--- src/rtl/mac_rx_cfg_pkg.sv ---
package mac_rx_cfg_pkg;

  // Register byte offsets
  localparam logic [11:0] rx_dma_configuration_off = 12'h010;
  localparam logic [11:0] rx_malformed_frame_count_off = 12'h1a0;
  localparam logic [11:0] irq_status_off = 12'h1c0;
  localparam logic [11:0] irq_mask_off = 12'h1c4;
  localparam logic [11:0] rx_frame_control_off = 12'h1c8;

  // Reset values
  localparam logic [31:0] rx_dma_configuration_rst = 32'h0002_0004;
  localparam logic [17:0] malformed_frame_counter_rst = 18'h0_0000;

  // Field positions in rx_dma_configuration
  localparam int discard_rx_packets_bit = 24;
  localparam int rx_buffer_size_lsb = 16;
  localparam int rx_buffer_mode_lsb = 8;

  // Buffer mode code meaning full packet store and forward
  localparam logic [1:0] full_store_forward_mode = 2'h3;

  // Frame length limits in bytes
  localparam logic [13:0] min_frame_len = 14'h0040;
  localparam logic [13:0] max_frame_len = 14'h05ee;
  localparam logic [13:0] max_frame_len_big = 14'h0600;

  // Interrupt status bit positions
  localparam int irq_counted_bit = 0;
  localparam int irq_dropped_bit = 1;
  localparam int irq_wrapped_bit = 2;
  localparam int irq_bits = 3;

  // AHB encodings
  localparam logic [1:0] htrans_nonseq = 2'h2;

  typedef struct packed {
    logic done;
    logic [13:0] len;
    logic non_integral;
    logic crc_bad;
    logic symbol_err;
  } rx_frame_s;

  typedef struct packed {
    logic discard_rx_packets;
    logic [7:0] rx_buffer_size;
    logic [1:0] rx_buffer_mode;
  } dma_cfg_s;

  typedef enum logic [1:0] {
    bus_idle,
    bus_write,
    bus_read_wait,
    bus_read_done
  } bus_state_e;

endpackage

--- src/rtl/mac_rx_dma_cfg.sv ---
`timescale 1ns/1ps

// How it works
// RL1: Discard bit writable only in full store-forward mode
// RL2: Discard clear: hold packet until buffer frees
// RL3: Discard set: drop waiting packet without buffer
// RL4: Buffer size field counts 64-byte units
// RL5: Software never writes zero buffer size
// RL6: Count non-integral bad-CRC frames of valid length
// RL7: Also count non-integral symbol-error valid-length frames
// RL8: Error counter read-only, upper bits zero
module mac_rx_dma_cfg
  import mac_rx_cfg_pkg::*;
#(
  parameter int count_w = 18
) (
  // Clock and reset
  input wire logic core_clk,
  input wire logic rst,
  // AHB-Lite slave
  input wire logic hsel,
  input wire logic [11:0] haddr,
  input wire logic [1:0] htrans,
  input wire logic hwrite,
  input wire logic [2:0] hsize,
  input wire logic [31:0] hwdata,
  input wire logic hready,
  output logic hreadyout,
  output logic hresp,
  output logic [31:0] hrdata,
  // Receive frame status from the MAC receiver
  input wire rx_frame_s rx_frame,
  // Packet buffer and system memory resource
  input wire logic rx_pkt_waiting,
  input wire logic sys_buf_available,
  output logic rx_pkt_forward,
  output logic rx_pkt_hold,
  output logic rx_pkt_drop,
  output logic [13:0] rx_buffer_bytes,
  output dma_cfg_s dma_cfg,
  // Interrupt
  output logic irq
);

  bus_state_e bus_state, next_bus_state;
  logic [11:0] bus_addr, next_bus_addr;
  logic [31:0] next_hrdata;
  logic [31:0] cfg_word, next_cfg_word;
  logic [count_w-1:0] malformed_frame_counter, next_malformed_frame_counter;
  logic [irq_bits-1:0] irq_status, next_irq_status;
  logic [irq_bits-1:0] irq_mask, next_irq_mask;
  logic max_frame_size_select, next_max_frame_size_select;
  logic next_rx_pkt_drop;
  logic next_irq;
  logic accept, wr_cfg, rd_status;
  logic count_hit, count_wrap;
  logic [13:0] len_limit;
  logic [irq_bits-1:0] events;

  assign accept = hsel && hready && (htrans == htrans_nonseq);
  assign wr_cfg = (bus_state == bus_write) && (bus_addr == rx_dma_configuration_off);
  // Clear-on-read takes effect when the read data is captured
  assign rd_status = (bus_state == bus_read_wait) && (bus_addr == irq_status_off);

  // Reads take one wait state so writes just before them are visible
  assign hreadyout = (bus_state != bus_read_wait);
  assign hresp = 1'b0;

  always_comb begin
    next_bus_state = bus_state;
    next_bus_addr = bus_addr;
    case (bus_state)
      bus_idle, bus_write, bus_read_done: begin
        if (accept) begin
          next_bus_addr = {haddr[11:2], 2'b00};
          next_bus_state = hwrite ? bus_write : bus_read_wait;
        end else begin
          next_bus_state = bus_idle;
        end
      end
      bus_read_wait: next_bus_state = bus_read_done;
      default: next_bus_state = bus_idle;
    endcase
  end

  always_comb begin
    next_hrdata = hrdata;
    if (bus_state == bus_read_wait) begin
      case (bus_addr)
        rx_dma_configuration_off: next_hrdata = cfg_word;
        rx_malformed_frame_count_off: next_hrdata = {{(32-count_w){1'b0}}, malformed_frame_counter}; // see RL8
        irq_status_off: next_hrdata = {{(32-irq_bits){1'b0}}, irq_status};
        irq_mask_off: next_hrdata = {{(32-irq_bits){1'b0}}, irq_mask};
        rx_frame_control_off: next_hrdata = {31'h0000_0000, max_frame_size_select};
        default: next_hrdata = 32'h0000_0000;
      endcase
    end
  end

  always_ff @(posedge core_clk or posedge rst) begin
    if (rst) begin
      bus_state <= bus_idle;
      bus_addr <= 12'h000;
      hrdata <= 32'h0000_0000;
    end else begin
      bus_state <= next_bus_state;
      bus_addr <= next_bus_addr;
      hrdata <= next_hrdata;
    end
  end

  a_count_upper_zero: assert property (@(posedge core_clk) disable iff (rst) // see RL8
    (bus_state == bus_read_wait && bus_addr == rx_malformed_frame_count_off) |=> hrdata[31:count_w] == '0)
    else $error("Counter register upper bits not zero");

  a_status_read_clear: assert property (@(posedge core_clk) disable iff (rst)
    (rd_status && events == '0) |=> irq_status == '0)
    else $error("Status not cleared by its read");

  // Configuration and control registers
  always_comb begin
    next_cfg_word = cfg_word;
    next_irq_mask = irq_mask;
    next_max_frame_size_select = max_frame_size_select;
    if (wr_cfg) begin
      next_cfg_word = hwdata;
      // Mode in force before this write decides, not the mode being written
      if (cfg_word[rx_buffer_mode_lsb +: 2] != full_store_forward_mode) begin
        next_cfg_word[discard_rx_packets_bit] = cfg_word[discard_rx_packets_bit]; // see RL1
      end
    end
    if ((bus_state == bus_write) && (bus_addr == irq_mask_off)) begin
      next_irq_mask = hwdata[irq_bits-1:0];
    end
    if ((bus_state == bus_write) && (bus_addr == rx_frame_control_off)) begin
      next_max_frame_size_select = hwdata[0];
    end
  end

  always_ff @(posedge core_clk or posedge rst) begin
    if (rst) begin
      cfg_word <= rx_dma_configuration_rst;
      irq_mask <= '0;
      max_frame_size_select <= 1'b0;
    end else begin
      cfg_word <= next_cfg_word;
      irq_mask <= next_irq_mask;
      max_frame_size_select <= next_max_frame_size_select;
    end
  end

  a_size_write: assert property (@(posedge core_clk) disable iff (rst) // see RL4
    wr_cfg |=> dma_cfg.rx_buffer_size == $past(hwdata[rx_buffer_size_lsb +: 8]))
    else $error("Buffer size write lost");

  a_mask_write: assert property (@(posedge core_clk) disable iff (rst)
    (bus_state == bus_write && bus_addr == irq_mask_off) |=> irq_mask == $past(hwdata[irq_bits-1:0]))
    else $error("Interrupt mask write lost");

  assign dma_cfg.discard_rx_packets = cfg_word[discard_rx_packets_bit];
  assign dma_cfg.rx_buffer_size = cfg_word[rx_buffer_size_lsb +: 8];
  assign dma_cfg.rx_buffer_mode = cfg_word[rx_buffer_mode_lsb +: 2];
  // A zero size is not guarded; software must never program it
  assign rx_buffer_bytes = {dma_cfg.rx_buffer_size, 6'b00_0000}; // see RL4 RL5

  // Malformed frame counter; wraps, flagged as an event
  assign len_limit = max_frame_size_select ? max_frame_len_big : max_frame_len;
  assign count_hit = rx_frame.done && rx_frame.non_integral
                     && (rx_frame.len >= min_frame_len) && (rx_frame.len <= len_limit)
                     && (rx_frame.crc_bad || rx_frame.symbol_err); // see RL6 RL7
  assign count_wrap = count_hit && (&malformed_frame_counter);

  always_comb begin
    next_malformed_frame_counter = malformed_frame_counter;
    if (count_hit) begin
      next_malformed_frame_counter = malformed_frame_counter + 1'b1; // see RL6 RL7
    end
  end

  always_ff @(posedge core_clk or posedge rst) begin
    if (rst) begin
      malformed_frame_counter <= malformed_frame_counter_rst[count_w-1:0];
    end else begin
      malformed_frame_counter <= next_malformed_frame_counter;
    end
  end

  a_count_long: assert property (@(posedge core_clk) disable iff (rst) // see RL6
    (rx_frame.done && rx_frame.len > max_frame_len_big) |=> $stable(malformed_frame_counter))
    else $error("Overlong frame counted");

  a_count_integral: assert property (@(posedge core_clk) disable iff (rst) // see RL6 RL7
    (rx_frame.done && !rx_frame.non_integral) |=> $stable(malformed_frame_counter))
    else $error("Whole-byte frame counted");

  a_count_clean: assert property (@(posedge core_clk) disable iff (rst) // see RL6 RL7
    (rx_frame.done && !rx_frame.crc_bad && !rx_frame.symbol_err) |=> $stable(malformed_frame_counter))
    else $error("Frame without CRC or symbol error counted");

  a_count_limit: assert property (@(posedge core_clk) disable iff (rst) // see RL6
    (rx_frame.done && !max_frame_size_select && rx_frame.len > max_frame_len)
    |=> $stable(malformed_frame_counter))
    else $error("Frame above the normal limit counted");

  // Packet buffer release or discard
  assign rx_pkt_forward = rx_pkt_waiting && sys_buf_available;
  assign rx_pkt_hold = rx_pkt_waiting && !sys_buf_available && !dma_cfg.discard_rx_packets; // see RL2

  always_comb begin
    // Gap cycle after each drop lets the buffer retire the packet
    next_rx_pkt_drop = dma_cfg.discard_rx_packets && rx_pkt_waiting
                       && !sys_buf_available && !rx_pkt_drop; // see RL3
  end

  always_ff @(posedge core_clk or posedge rst) begin
    if (rst) begin
      rx_pkt_drop <= 1'b0;
    end else begin
      rx_pkt_drop <= next_rx_pkt_drop;
    end
  end

  a_hold_level: assert property (@(posedge core_clk) disable iff (rst) // see RL2
    (rx_pkt_waiting && !sys_buf_available && !dma_cfg.discard_rx_packets)
    |-> rx_pkt_hold && !rx_pkt_forward)
    else $error("Waiting packet not held while discard is clear");

  a_drop_gap: assert property (@(posedge core_clk) disable iff (rst) // see RL3
    rx_pkt_drop |=> !rx_pkt_drop)
    else $error("Drop pulse longer than one cycle");

  a_drop_cause: assert property (@(posedge core_clk) disable iff (rst) // see RL3
    rx_pkt_drop |-> $past(rx_pkt_waiting) && !$past(sys_buf_available)
    && $past(dma_cfg.discard_rx_packets))
    else $error("Packet dropped while a system buffer was free");

  a_drop_status: assert property (@(posedge core_clk) disable iff (rst) // see RL3
    rx_pkt_drop |=> irq_status[irq_dropped_bit])
    else $error("Drop did not set its status bit");

  // Sticky interrupt status; a new event wins over the read clear
  always_comb begin
    events = '0;
    events[irq_counted_bit] = count_hit;
    events[irq_dropped_bit] = rx_pkt_drop;
    events[irq_wrapped_bit] = count_wrap;
    next_irq_status = (rd_status ? '0 : irq_status) | events;
    next_irq = |(next_irq_status & next_irq_mask);
  end

  always_ff @(posedge core_clk or posedge rst) begin
    if (rst) begin
      irq_status <= '0;
      irq <= 1'b0;
    end else begin
      irq_status <= next_irq_status;
      irq <= next_irq;
    end
  end

  a_count_status: assert property (@(posedge core_clk) disable iff (rst) // see RL6
    count_hit |=> irq_status[irq_counted_bit])
    else $error("Counted frame did not set its status bit");

  a_irq_matches: assert property (@(posedge core_clk) disable iff (rst)
    irq == |(irq_status & irq_mask))
    else $error("Interrupt level differs from unmasked status");

  a_hresp_okay: assert property (@(posedge core_clk) disable iff (rst) hresp == 1'b0)
    else $error("Slave answered other than OKAY");

  a_read_wait_one: assert property (@(posedge core_clk) disable iff (rst)
    (accept && !hwrite) |=> !hreadyout ##1 hreadyout)
    else $error("Read did not take exactly one wait state");

  a_discard_locked: assert property (@(posedge core_clk) disable iff (rst) // see RL1
    (wr_cfg && dma_cfg.rx_buffer_mode != full_store_forward_mode) |=> $stable(dma_cfg.discard_rx_packets))
    else $error("Discard bit changed outside full store-forward mode");

  a_discard_write: assert property (@(posedge core_clk) disable iff (rst) // see RL1
    (wr_cfg && dma_cfg.rx_buffer_mode == full_store_forward_mode)
    |=> dma_cfg.discard_rx_packets == $past(hwdata[discard_rx_packets_bit]))
    else $error("Discard bit write lost in full store-forward mode");

  a_hold_no_drop: assert property (@(posedge core_clk) disable iff (rst) // see RL2
    (!dma_cfg.discard_rx_packets && !$past(dma_cfg.discard_rx_packets)) |-> !rx_pkt_drop)
    else $error("Packet dropped while discard is clear");

  a_drop_on_starve: assert property (@(posedge core_clk) disable iff (rst) // see RL3
    (dma_cfg.discard_rx_packets && rx_pkt_waiting && !sys_buf_available && !rx_pkt_drop)
    |=> rx_pkt_drop)
    else $error("Waiting packet not dropped without a system buffer");

  a_size_bytes: assert property (@(posedge core_clk) disable iff (rst) // see RL4
    rx_buffer_bytes == 14'(dma_cfg.rx_buffer_size * 64))
    else $error("Buffer size not in 64-byte units");

  a_count_step: assert property (@(posedge core_clk) disable iff (rst) // see RL6
    count_hit |=> malformed_frame_counter == $past(malformed_frame_counter) + 1'b1)
    else $error("Malformed frame not counted");

  a_count_short: assert property (@(posedge core_clk) disable iff (rst) // see RL7
    (rx_frame.done && rx_frame.len < min_frame_len) |=> $stable(malformed_frame_counter))
    else $error("Short frame counted");

  a_count_readonly: assert property (@(posedge core_clk) disable iff (rst) // see RL8
    !count_hit |=> $stable(malformed_frame_counter))
    else $error("Counter changed without a counted frame");

  a_irq_level: assert property (@(posedge core_clk) disable iff (rst)
    (rx_pkt_drop && irq_mask[irq_dropped_bit]) |=> irq ##1 (irq || !irq_status[irq_dropped_bit]))
    else $error("Unmasked drop event did not raise the interrupt");

endmodule

--- config.mk ---
export PLATFORM = sky130hd
export DESIGN_NAME = mac_rx_dma_cfg
export DESIGN_NICKNAME = d
export VERILOG_FILES = /design/src/rtl/mac_rx_cfg_pkg.sv /design/src/rtl/mac_rx_dma_cfg.sv
export SDC_FILE = /design/constraint.sdc
export NUM_CORES = 1
export LEC_CHECK = 0
export ABC_CLOCK_PERIOD_IN_PS = 2900
export BUFFER_PORTS_ARGS = -buffer_cell sky130_fd_sc_hd__buf_4
export CAP_MARGIN = 10
export CORE_ASPECT_RATIO = 1.5
export CORE_UTILIZATION = 40
export DETAILED_ROUTE_END_ITERATION = 10
export PLACE_DENSITY = 0.69
export SKIP_LAST_GASP = 1
export SYNTH_ARGS = -nofsm -noshare
export SYNTH_HDL_FRONTEND = slang
export SYNTH_SLANG_ARGS = --single-unit
--- constraint.sdc ---
create_clock -name core_clk -period 2.9 [get_ports core_clk]
set_input_delay 0.29 -clock core_clk [delete_from_list [all_inputs] [get_ports core_clk]]
set_output_delay 0.29 -clock core_clk [all_outputs]
set_load 0.01 [all_outputs]
* Word level (Yosys, flattened, before mapping) *
Index checks and enable logic that the tools add are counted.

storage, ports and cells
  register bits after elaboration = 103
  latch bits = 0
  memory bits (writable) = 0
  memory bits (read-only) = 0
  bits of input ports = 74
  output and inout bits = 63
  logic and storage cells = 62
  memories kept = 0

cells by class
  add/sub/neg operators = 1
  $mul = 0
  div/mod/pow operators = 0
  magnitude comparators = 2
  equality and inequality tests = 11
  shift operators = 0
  mux-type cells = 7
  bitwise gates (word level) = 3
  reductions and logical operators = 27

operators by type and width
  operator                 count
  $pmux W32 S5             1
  $eq A10 B7 Y1 const B    4
  $add A18 B1 Y18 const B  1
  $reduce_and A18 Y1       1
  $logic_and A1 B1 Y1      17
  $ge A14 B7 Y1 const B    1
  $le A14 B11 Y1           1
  $eq A10 B3 Y1 const B    1
  $mux W10                 1
  $eq A2 B2 Y1 const B     3
  $mux W3                  2
  $reduce_or A3 Y1         2
  $mux W2                  2
  $ne A2 B2 Y1 const B     2
  $pmux W2 S2              1
  $reduce_and A2 Y1        2
  $and A3 B3 Y3            1
  $logic_not A1 Y1         3
  $or A3 B3 Y3             1
  $eq A2 B1 Y1 const B     1
  $logic_not A2 Y1         1
  $logic_or A1 B1 Y1       1
  $not A1 Y1               1

* Longest topological paths before layout *
Gate-level depths: netlist of run 1.

  depth in word-level cells = 8
  gate-level depth with buffers = 9
  depth with buffers taken out = 8

* Worst setup path after synthesis of run 1 *
OpenSTA, ideal clock, no wires.

  path type = reg-to-reg
  start point = register max_frame_size_select
  end point = register malformed_frame_counter[1]
  library setup time = 0.125 ns
  arrival time = 2.018 ns
  required time = 2.775 ns
  path slack = 0.757 ns
  stages on the path, launching flop included = 9
  path buffers = 1
  clock period less this slack = 2.143 ns
  cells stage by stage = dfrtp_1 inv_1 ha_1 nand2_1 nor2_1 nor4b_1 o21a_1 clkbuf_1 mux2_2

between the ends
  cells in the longest elaborated chain, start to end = 4

RTL lines
  what                    line                   source
  start, declared         mac_rx_dma_cfg.sv:52   logic max_frame_size_select, next_max_frame_size_select;
  start signal, assigned  mac_rx_dma_cfg.sv:148  max_frame_size_select <= next_max_frame_size_select;
  $mux W10                mac_rx_dma_cfg.sv:167  assign len_limit = max_frame_size_select ? max_frame_len_big : max_frame_len;
  $le A14 B11 Y1          mac_rx_dma_cfg.sv:169  && (rx_frame.len >= min_frame_len) && (rx_frame.len <= len_limit)
  $logic_and A1 B1 Y1     mac_rx_dma_cfg.sv:169
  $logic_and A1 B1 Y1     mac_rx_dma_cfg.sv:170  && (rx_frame.crc_bad || rx_frame.symbol_err);
  end signal, assigned    mac_rx_dma_cfg.sv:182  malformed_frame_counter <= malformed_frame_counter_rst[count_w-1:0];
  end signal, assigned    mac_rx_dma_cfg.sv:184  malformed_frame_counter <= next_malformed_frame_counter;
  end, declared           mac_rx_dma_cfg.sv:49   logic [count_w-1:0] malformed_frame_counter, next_malformed_frame_counter;

Every way passes these cells.
A chain may end at the register's enable or synchronous reset.

* Worst setup path after layout of run 1 *
  start point = register bus_addr[9]
  end point = register cfg_word[15]

between the ends
  cells in the longest elaborated chain, start to end = 2

RTL lines
  what                    line                   source
  start, declared         mac_rx_dma_cfg.sv:46   logic [11:0] bus_addr, next_bus_addr;
  start signal, assigned  mac_rx_dma_cfg.sv:107  bus_addr <= next_bus_addr;
  $eq A10 B3 Y1           mac_rx_dma_cfg.sv:61   assign wr_cfg = (bus_state == bus_write) && (bus_addr == rx_dma_configuration_off);
  $logic_and A1 B1 Y1     mac_rx_dma_cfg.sv:61
  end signal, assigned    mac_rx_dma_cfg.sv:142  cfg_word <= rx_dma_configuration_rst;
  end signal, assigned    mac_rx_dma_cfg.sv:146  cfg_word <= next_cfg_word;
  end, declared           mac_rx_dma_cfg.sv:48   logic [31:0] cfg_word, next_cfg_word;

Every way passes these cells.

==> results of run 1 <==
-- state kept, by name (all words and copies together) (netlist names) --
signal and flops:
irq_mask 3, hrdata 32, rx_pkt_drop 1, malformed_frame_counter 18, cfg_word 32, bus_addr 10
max_frame_size_select 1, bus_state 2, irq 1, irq_status 3
-- layout make-up --
class	instances	area [um^2]	area share
multi-input combinational	267	1990	0.325
clock inverter	5	63.8	0.0104
clock buffer	11	243	0.0396
sequential	103	2580	0.421
inverter	8	33.8	0.00551
timing repair buffer	134	1020	0.167
tap	153	191	0.0313
-- metal layers --
| layer | global-route usage | share of wire | vias to the layer above |
|---|---|---|---|
| li1 | - | - | 1640 |
| met1 | 0.200 | 0.39 | 1640 |
| met2 | 0.324 | 0.54 | 79 |
| met3 | 0.0267 | 0.031 | 17 |
| met4 | 0.0790 | 0.031 | 0 |
| met5 | 0 | 0 | - |
-- what timing repair did --
item | in CTS | in global routing
hold buffers | 1 | 0
endpoints found under the setup margin | 0 | 0
endpoints found under the hold margin | 18 | 0
-- synth_stat cells, drive strengths merged (4+ instances only) --
cell / n / share of area
a21o: 4 / 0.0062
clkbuf: 13 / 0.010
ha: 9 / 0.023
and3: 7 / 0.0090
dfrtp: 101 / 0.52
nand4: 7 / 0.0090
nand2: 54 / 0.042
buf: 32 / 0.050
o21ai: 34 / 0.035
nor2: 10 / 0.0077
a22oi: 15 / 0.023
nand3: 14 / 0.014
xnor2: 16 / 0.029
inv: 8 / 0.0062
nor4: 4 / 0.011
mux2: 46 / 0.13
-- kinds of logic after synthesis --
kind of cell,count (synthesis),synth area share
adders and majority gates,9,0.0231
other,1,0.000770
and+or+nand+nor,119,0.130
buffers and inverters,53,0.0660
AOI/OAI and AO/OA,66,0.0843
muxes,49,0.136
xor gates and xnor gates,17,0.0306
DFF,103,0.530
-- final timing paths --
| kind | from | to | slack, ps | depth (start not counted) |
|---|---|---|---|---|
| max | bus_addr[9] | cfg_word[15] | 560 | 6 |
| min | sys_buf_available | rx_pkt_drop | 120 | 2 |
| max reg2reg | bus_addr[9] | cfg_word[15] | 560 | 6 |
| max in group asynchronous | rst | cfg_word[2] | 1550 | 4 |
| min reg2reg | hrdata[26] | hrdata[26] | 480 | 2 |
| min in group asynchronous | rst | malformed_frame_counter[0] | 550 | 3 |
-- report_power, final --
part,switching (mW),internal [mW]
sequential,0.123,1.55
clock,0.529,0.703
combinational,0.244,0.244
-- cells in the final DEF (no fill, tap or decap), drive strengths merged, types with 9 or more instances in the layout --
cell type,n
a22oi,15
buf,133
clkbuf,11
dfrtp,101
ha,9
inv,10
mux2,46
nand2,54
nand3,14
nor2,10
o21ai,34
xnor2,16
-- through the flow --
step | hold WS (ps) | utilization | power (mW) | instances | cell area (um^2)
after detailed placement | 365 | 0.486 | 2.20 | 664 | 5810
after floorplan | 362 | - | 2.00 | 423 | 4900
after global placement | 355 | 0.486 | 2.18 | 664 | 5810
after global routing | 109 | 0.512 | 3.57 | 681 | 6130
final | 122 | 0.512 | 3.39 | 681 | 6130
after CTS | 106 | 0.512 | 3.45 | 681 | 6130
==> flow_summary.yaml, run 1 <==
run_status:
  status: "finished clean"
placement:
  pre_cts_slack_ps: 529
  hpwl_mm: 7.79
  port_buffers: 124
  place_congestion: 0.827
global_route:
  grtUsageTotal: 0.176
  grt_pass1_wl_mm: 17.4
  grt_overflow: 0
  grt_pass1_vias: 3540
  grt_antenna_before_repair: 0
  grt_max_degree: 53
logic_synthesis:
  postSynth.asyncResetShare: 1.00
  synth.cell_area_um2: 4870
  ys_seq_area_frac: 0.530
  avgSynthCellArea_um2: 11.7
  synth_edf_count: 0
  yosysUniqueCellTypes: 49
  synth_seq_cells: 103
  synthCells: 417
  yosys_warnings: 0
  synth_flop_cell: "dfrtp_1"
critical_path:
  cpMostUsedCell: "nor4_4"
  critPathArrivalTime_ps: 2570
  worst_setup_path_start_kind: "flip-flop"
  crit_fanout: 11
  setup.worst_path.end_class: "flip-flop"
  worstPathCellList: "nor4_4 > nand2_1 > nor4_4 > nand3b_2 > buf_4 > mux2_4"
  crit_slowest_cell: "dfrtp_1"
  critPathKind: "reg -> reg"
  slowest_delay_ps: 430
  critPathBufInv: 1
  crit_family: "simple AND/OR/NAND/NOR gates"
  worstPathRequired_ps: 3120
clock_network:
  clk_latency_ps: 340
  numCtsBuffers: 9
  clkSlewWorstSetupHoldPaths_ps: 70
  max-clock-path-buffers: 2
  cts_setup_buffers: 0
  cts_resized: 0
  root_buffer: "clkbuf_16"
  h-tree-depth: 3
  cts_tree: "yes"
  cts_sinks: 103
routing:
  viasPerCell: 4.96
  finalWirelength_mm: 10.6
  postRouteAntennaNets: 0
  firstDrtPassIters: 4
  drc_errors: 0
  wire_per_inst_um: 15.6
  drt_iter0_drc: 131
  vias: 3376
floorplan:
  num_rows: 49
  die_h_um: 137
  die-width_um: 92.1
  coreArea_um2: 12000
  dieArea_um2: 12600
  io-pin-count: 137
  initial_core_util: 0.407
flow_run:
  cap_violations: 0
sta:
  worstMarginPinSlew_ps: 902
  period_share: 0.808
  grt_setup_unrepaired: "no"
  setup_tns_ps: 0
  period_needed_ps: 2340
  fmax_mhz: 427
  final.setup.worst_slack_ps: 555
  finalHoldViolations: 0
  setup_viol_count_final: 0
  slew_headroom: 0.397
  final_max_slew_viol_count: 0
  skew_ps: 10.6
hold_path:
  hp-class: "in -> reg"
cells_and_area:
  n_antenna_cell: 0
  area_growth_pct: 25.8
  drive_gt1_frac: 0.384
  final_nets: 606
  fill_cells: 1074
power:
  powerDensity_nw_per_um2: 554
  total_leakage_power_nw: 2.94
  vdd_drop_max_v: 0.000320
No activity file was read; power rests on OpenSTA's default activity.
==> run 2, diff against run 1 <==
Settings changed: ABC_CLOCK_PERIOD_IN_PS 2900 to 2250, PLACE_DENSITY 0.69 to 0.67.
Clock period 2.9 ns to 2.25 ns, I/O delays scaled along.
==> flow_summary.yaml, run 2 (synthesis results as in run 1) <==
critical_path:
  worstPathRequired_ps: 2480
  r2r-end: "cfg_word[11]"
  r2r_cells: 6
  setup.worst_path.end_class: "flip-flop"
  r2r_slack_ps: 120
  critPathArrivalTime_ps: 2360
  r2r-start: "bus_addr[9]"
  critPathKind: "reg -> reg"
  worst_setup_path_start_kind: "flip-flop"
  crit_fanout: 14
clock_network:
  cts_setup_buffers: 0
  h-tree-depth: 3
  numCtsBuffers: 9
  max-clock-path-buffers: 2
  cts_tree: "yes"
  root_buffer: "clkbuf_16"
  clk_latency_ps: 340
  cts_resized: 0
  cts_hold_buf: 0
  cts_sinks: 103
  clkSlewWorstSetupHoldPaths_ps: 70
cells_and_area:
  mostFrequentLayoutCell: "buf_4"
  n_antenna_cell: 0
  final_cell_mix: "buf_4 (134), dfrtp_1 (100), nand2_1 (54)"
  final_core_util: 0.516
  ff_latch_area_um2: 2580
  drive_gt1_frac: 0.392
  final_nets: 609
  final_cells: 684
  fin_area_um2: 6170
  fill_cells: 1074
  top_regs: "cfg_word (32), hrdata (32), malformed_frame_counter (18)"
  area_growth_pct: 26.6
  multi_input_area_um2: 1990
routing:
  drt_iter0_drc: 156
  wire_per_inst_um: 15.6
  drc_errors: 0
  postRouteAntennaNets: 0
  finalWirelength_mm: 10.7
  firstDrtPassIters: 4
  vias: 3426
  viasPerCell: 5.01
global_route:
  grtUsageMet3: 0.0289
  grtUsageTotal: 0.174
  grt_pass1_vias: 3419
  use_met1: 0.213
  grt_overflow: 0
  gr-usage-met2: 0.301
  grt_pass1_wl_mm: 17.0
  grt_antenna_before_repair: 0
  grt_max_degree: 104
  top_usage_layer: "met2"
placement:
  hpwl_mm: 7.74
  port_buffers: 124
  placed_area_um2: 5850
  pre_cts_slack_ps: 72.1
  place_congestion: 0.811
  dp.cells: 668
sta:
  setup_viol_count_final: 0
  worstMarginPinSlew_ps: 538
  period_needed_ps: 2130
  finalHoldViolations: 0
  fmax_mhz: 470
  skew_ps: 9.06
  period_share: 0.945
  final.setup.worst_slack_ps: 124
  slew_headroom: 0.641
  grt_setup_unrepaired: "yes"
  final_max_slew_viol_count: 0
run_status:
  status: "finished clean"
floorplan:
  die_h_um: 137
  dieArea_um2: 12600
  num_rows: 49
  coreArea_um2: 12000
  initial_core_util: 0.407
  io-pin-count: 137
  die-width_um: 92.1
power:
  vdd_drop_max_v: 0.000377
  powerDensity_nw_per_um2: 716
  total_leakage_power_nw: 2.96
flow_run:
  cap_violations: 0
hold_path:
  hp-class: "in -> async"
## run 2: critical path: stages (launching register included)
cell and delay (ps):
dfrtp_1 430, nor4_4 320, nand2_1 160, nor4_4 360
nand3b_2 160, buf_4 250, mux2_4 320
## run 2: how the worst max path moves through the flow
stage	startpoint	endpoint	slack [ps]	depth (start not counted)
after floorplan	max_frame_size_select	malformed_frame_counter[1]	110	8
after global routing	bus_addr[9]	cfg_word[13]	-20	6
after global placement	max_frame_size_select	malformed_frame_counter[1]	90	8
final	bus_addr[9]	cfg_word[11]	120	6
after CTS	max_frame_size_select	malformed_frame_counter[1]	70	8
after detailed placement	max_frame_size_select	malformed_frame_counter[1]	70	8
## run 2: report_power, final
group / internal [mW] / switching, mW
combinational: 0.331 / 0.326
clock: 0.928 / 0.680
sequential: 2.00 / 0.150
## run 2: metrics by stage
stage               hold slack (ps)  power (mW)  TNS (ps)
global placement                411        2.83         0
detailed placement              414        2.85         0
global route                   51.3        4.63      -102
finish                         51.3        4.41         0
floorplan                       297        2.58         0
CTS                            44.1        4.47         0
## run 2: metal layers
metal	share of wire	wire, um
met1	0.41	4360
met2	0.52	5570
met4	0.028	303
met5	0	0
met3	0.040	426
## run 2: cell type report
class	count	share of cell area
clock inverters	4	0.00852
flip-flops and latches	103	0.419
multi-input cells	267	0.323
repair buffers	137	0.171
well taps	153	0.0310
clock buffers	12	0.0416
inverters	8	0.00548
==> run 3, diff against run 2 <==
Settings changed: CTS_BUF_LIST from default to sky130_fd_sc_hd__clkbuf_8 sky130_fd_sc_hd__clkbuf_16, PLACE_DENSITY 0.67 to default, PLACE_DENSITY_LB_ADDON from default to 0.2.
==> flow_summary.yaml, run 3 (synthesis results as in run 1) <==
run_status:
  status: "finished clean"
sta:
  worstMarginPinSlew_ps: 600
  slew_headroom: 0.600
  period_needed_ps: 2140
  period_share: 0.951
  grt_setup_unrepaired: "yes"
  setup_viol_count_final: 0
  final.setup.worst_slack_ps: 111
  skew_ps: 5.64
  setup_tns_ps: 0
  finalHoldViolations: 0
  final_max_slew_viol_count: 0
  fmax_mhz: 467
clock_network:
  cts_tree: "yes"
  max-clock-path-buffers: 2
  cts_sinks: 103
  clkSlewWorstSetupHoldPaths_ps: 70
  h-tree-depth: 3
  root_buffer: "clkbuf_16"
  clk_latency_ps: 340
  cts_setup_buffers: 0
  numCtsBuffers: 9
  cts_hold_buf: 0
floorplan:
  die_h_um: 137
  initial_core_util: 0.407
  num_rows: 49
  die-width_um: 92.1
  dieArea_um2: 12600
  coreArea_um2: 12000
  io-pin-count: 137
critical_path:
  r2r_cells: 7
  r2r-start: "max_frame_size_select"
  worst_setup_path_start_kind: "flip-flop"
  crit_fanout: 21
  r2r-end: "malformed_frame_counter[1]"
  critPathKind: "reg -> reg"
  r2r_slack_ps: 110
  critPathArrivalTime_ps: 2360
  worstPathRequired_ps: 2470
  setup.worst_path.end_class: "flip-flop"
cells_and_area:
  top_regs: "cfg_word (32), hrdata (32), malformed_frame_counter (18)"
  final_core_util: 0.514
  area_growth_pct: 26.2
  n_antenna_cell: 0
  final_cell_mix: "buf_4 (132), dfrtp_1 (100), nand2_1 (54)"
  mostFrequentLayoutCell: "buf_4"
  drive_gt1_frac: 0.393
  final_nets: 607
routing:
  vias: 3391
  firstDrtPassIters: 4
  wire_per_inst_um: 15.5
  drt_iter0_drc: 170
  viasPerCell: 4.97
  drc_errors: 0
  postRouteAntennaNets: 0
  finalWirelength_mm: 10.6
global_route:
  grt_pass1_vias: 3417
  grtUsageTotal: 0.174
  grt_pass1_wl_mm: 17.1
  grt_antenna_before_repair: 0
  grt_overflow: 0
  grt_max_degree: 104
hold_path:
  hp-class: "in -> async"
placement:
  pre_cts_slack_ps: -39.4
  hpwl_mm: 7.28
  place_congestion: 0.764
  port_buffers: 124
flow_run:
  cap_violations: 0
power:
  vdd_drop_max_v: 0.000371
  powerDensity_nw_per_um2: 711
  total_leakage_power_nw: 2.94
## run 3: final cells by class
class | instances | area (um^2)
Clock buffer | 10 | 239
Clock inverter | 6 | 60.1
Fill cell | 1091 | 5810
Inverter | 8 | 33.8
Multi-Input combinational cell | 267 | 2000
Sequential cell | 103 | 2580
Tap cell | 153 | 191
Timing Repair Buffer | 135 | 1040
## run 3: critical path, cell delays in order (launching register included)
cell and delay, ps:
dfrtp_2 480, ha_1 330, a211oi_1 220, o221ai_1 160
a21oi_1 160, o21a_1 170, buf_12 160, mux2_2 340
## run 3: worst max path at each step
stage                                startpoint                    endpoint  cells after the start
after floorplan           max_frame_size_select  malformed_frame_counter[1]                      8
final                     max_frame_size_select  malformed_frame_counter[1]                      7
after global placement    max_frame_size_select  malformed_frame_counter[1]                      8
after global routing      max_frame_size_select  malformed_frame_counter[1]                      7
after CTS                 max_frame_size_select  malformed_frame_counter[1]                      8
after detailed placement  max_frame_size_select  malformed_frame_counter[1]                      8
## run 3: through the flow
stage / area [um^2] / hold WS, ps / instances / total power, mW
floorplan: 4900 / 297 / 423 / 2.58
global placement: 5840 / 401 / 666 / 2.83
detailed placement: 5840 / 405 / 666 / 2.85
CTS: 6140 / 47.8 / 682 / 4.43
global route: 6150 / 54.4 / 682 / 4.59
finish: 6150 / 23.3 / 682 / 4.37
## run 3: report_power, final
| part | total (mW) | internal [mW] | switching [mW] |
|---|---|---|---|
| sequential | 2.15 | 2.00 | 0.150 |
| clock | 1.57 | 0.887 | 0.683 |
| combinational | 0.653 | 0.325 | 0.327 |
| total | 4.37 | 3.21 | 1.16 |
## run 3: routing by layer
layer,routed length [um],GRT usage,part of all wire
met1,4420,0.210,0.42
met2,5620,0.313,0.53
met3,389,0.0289,0.037
met4,133,0.0573,0.013
met5,0,0,0
## run 3: timing repair
item	4_1_cts	5_1_grt
gates resized for setup	1	2
hold endpoints to repair	0	0
endpoints found under the setup margin	1	23
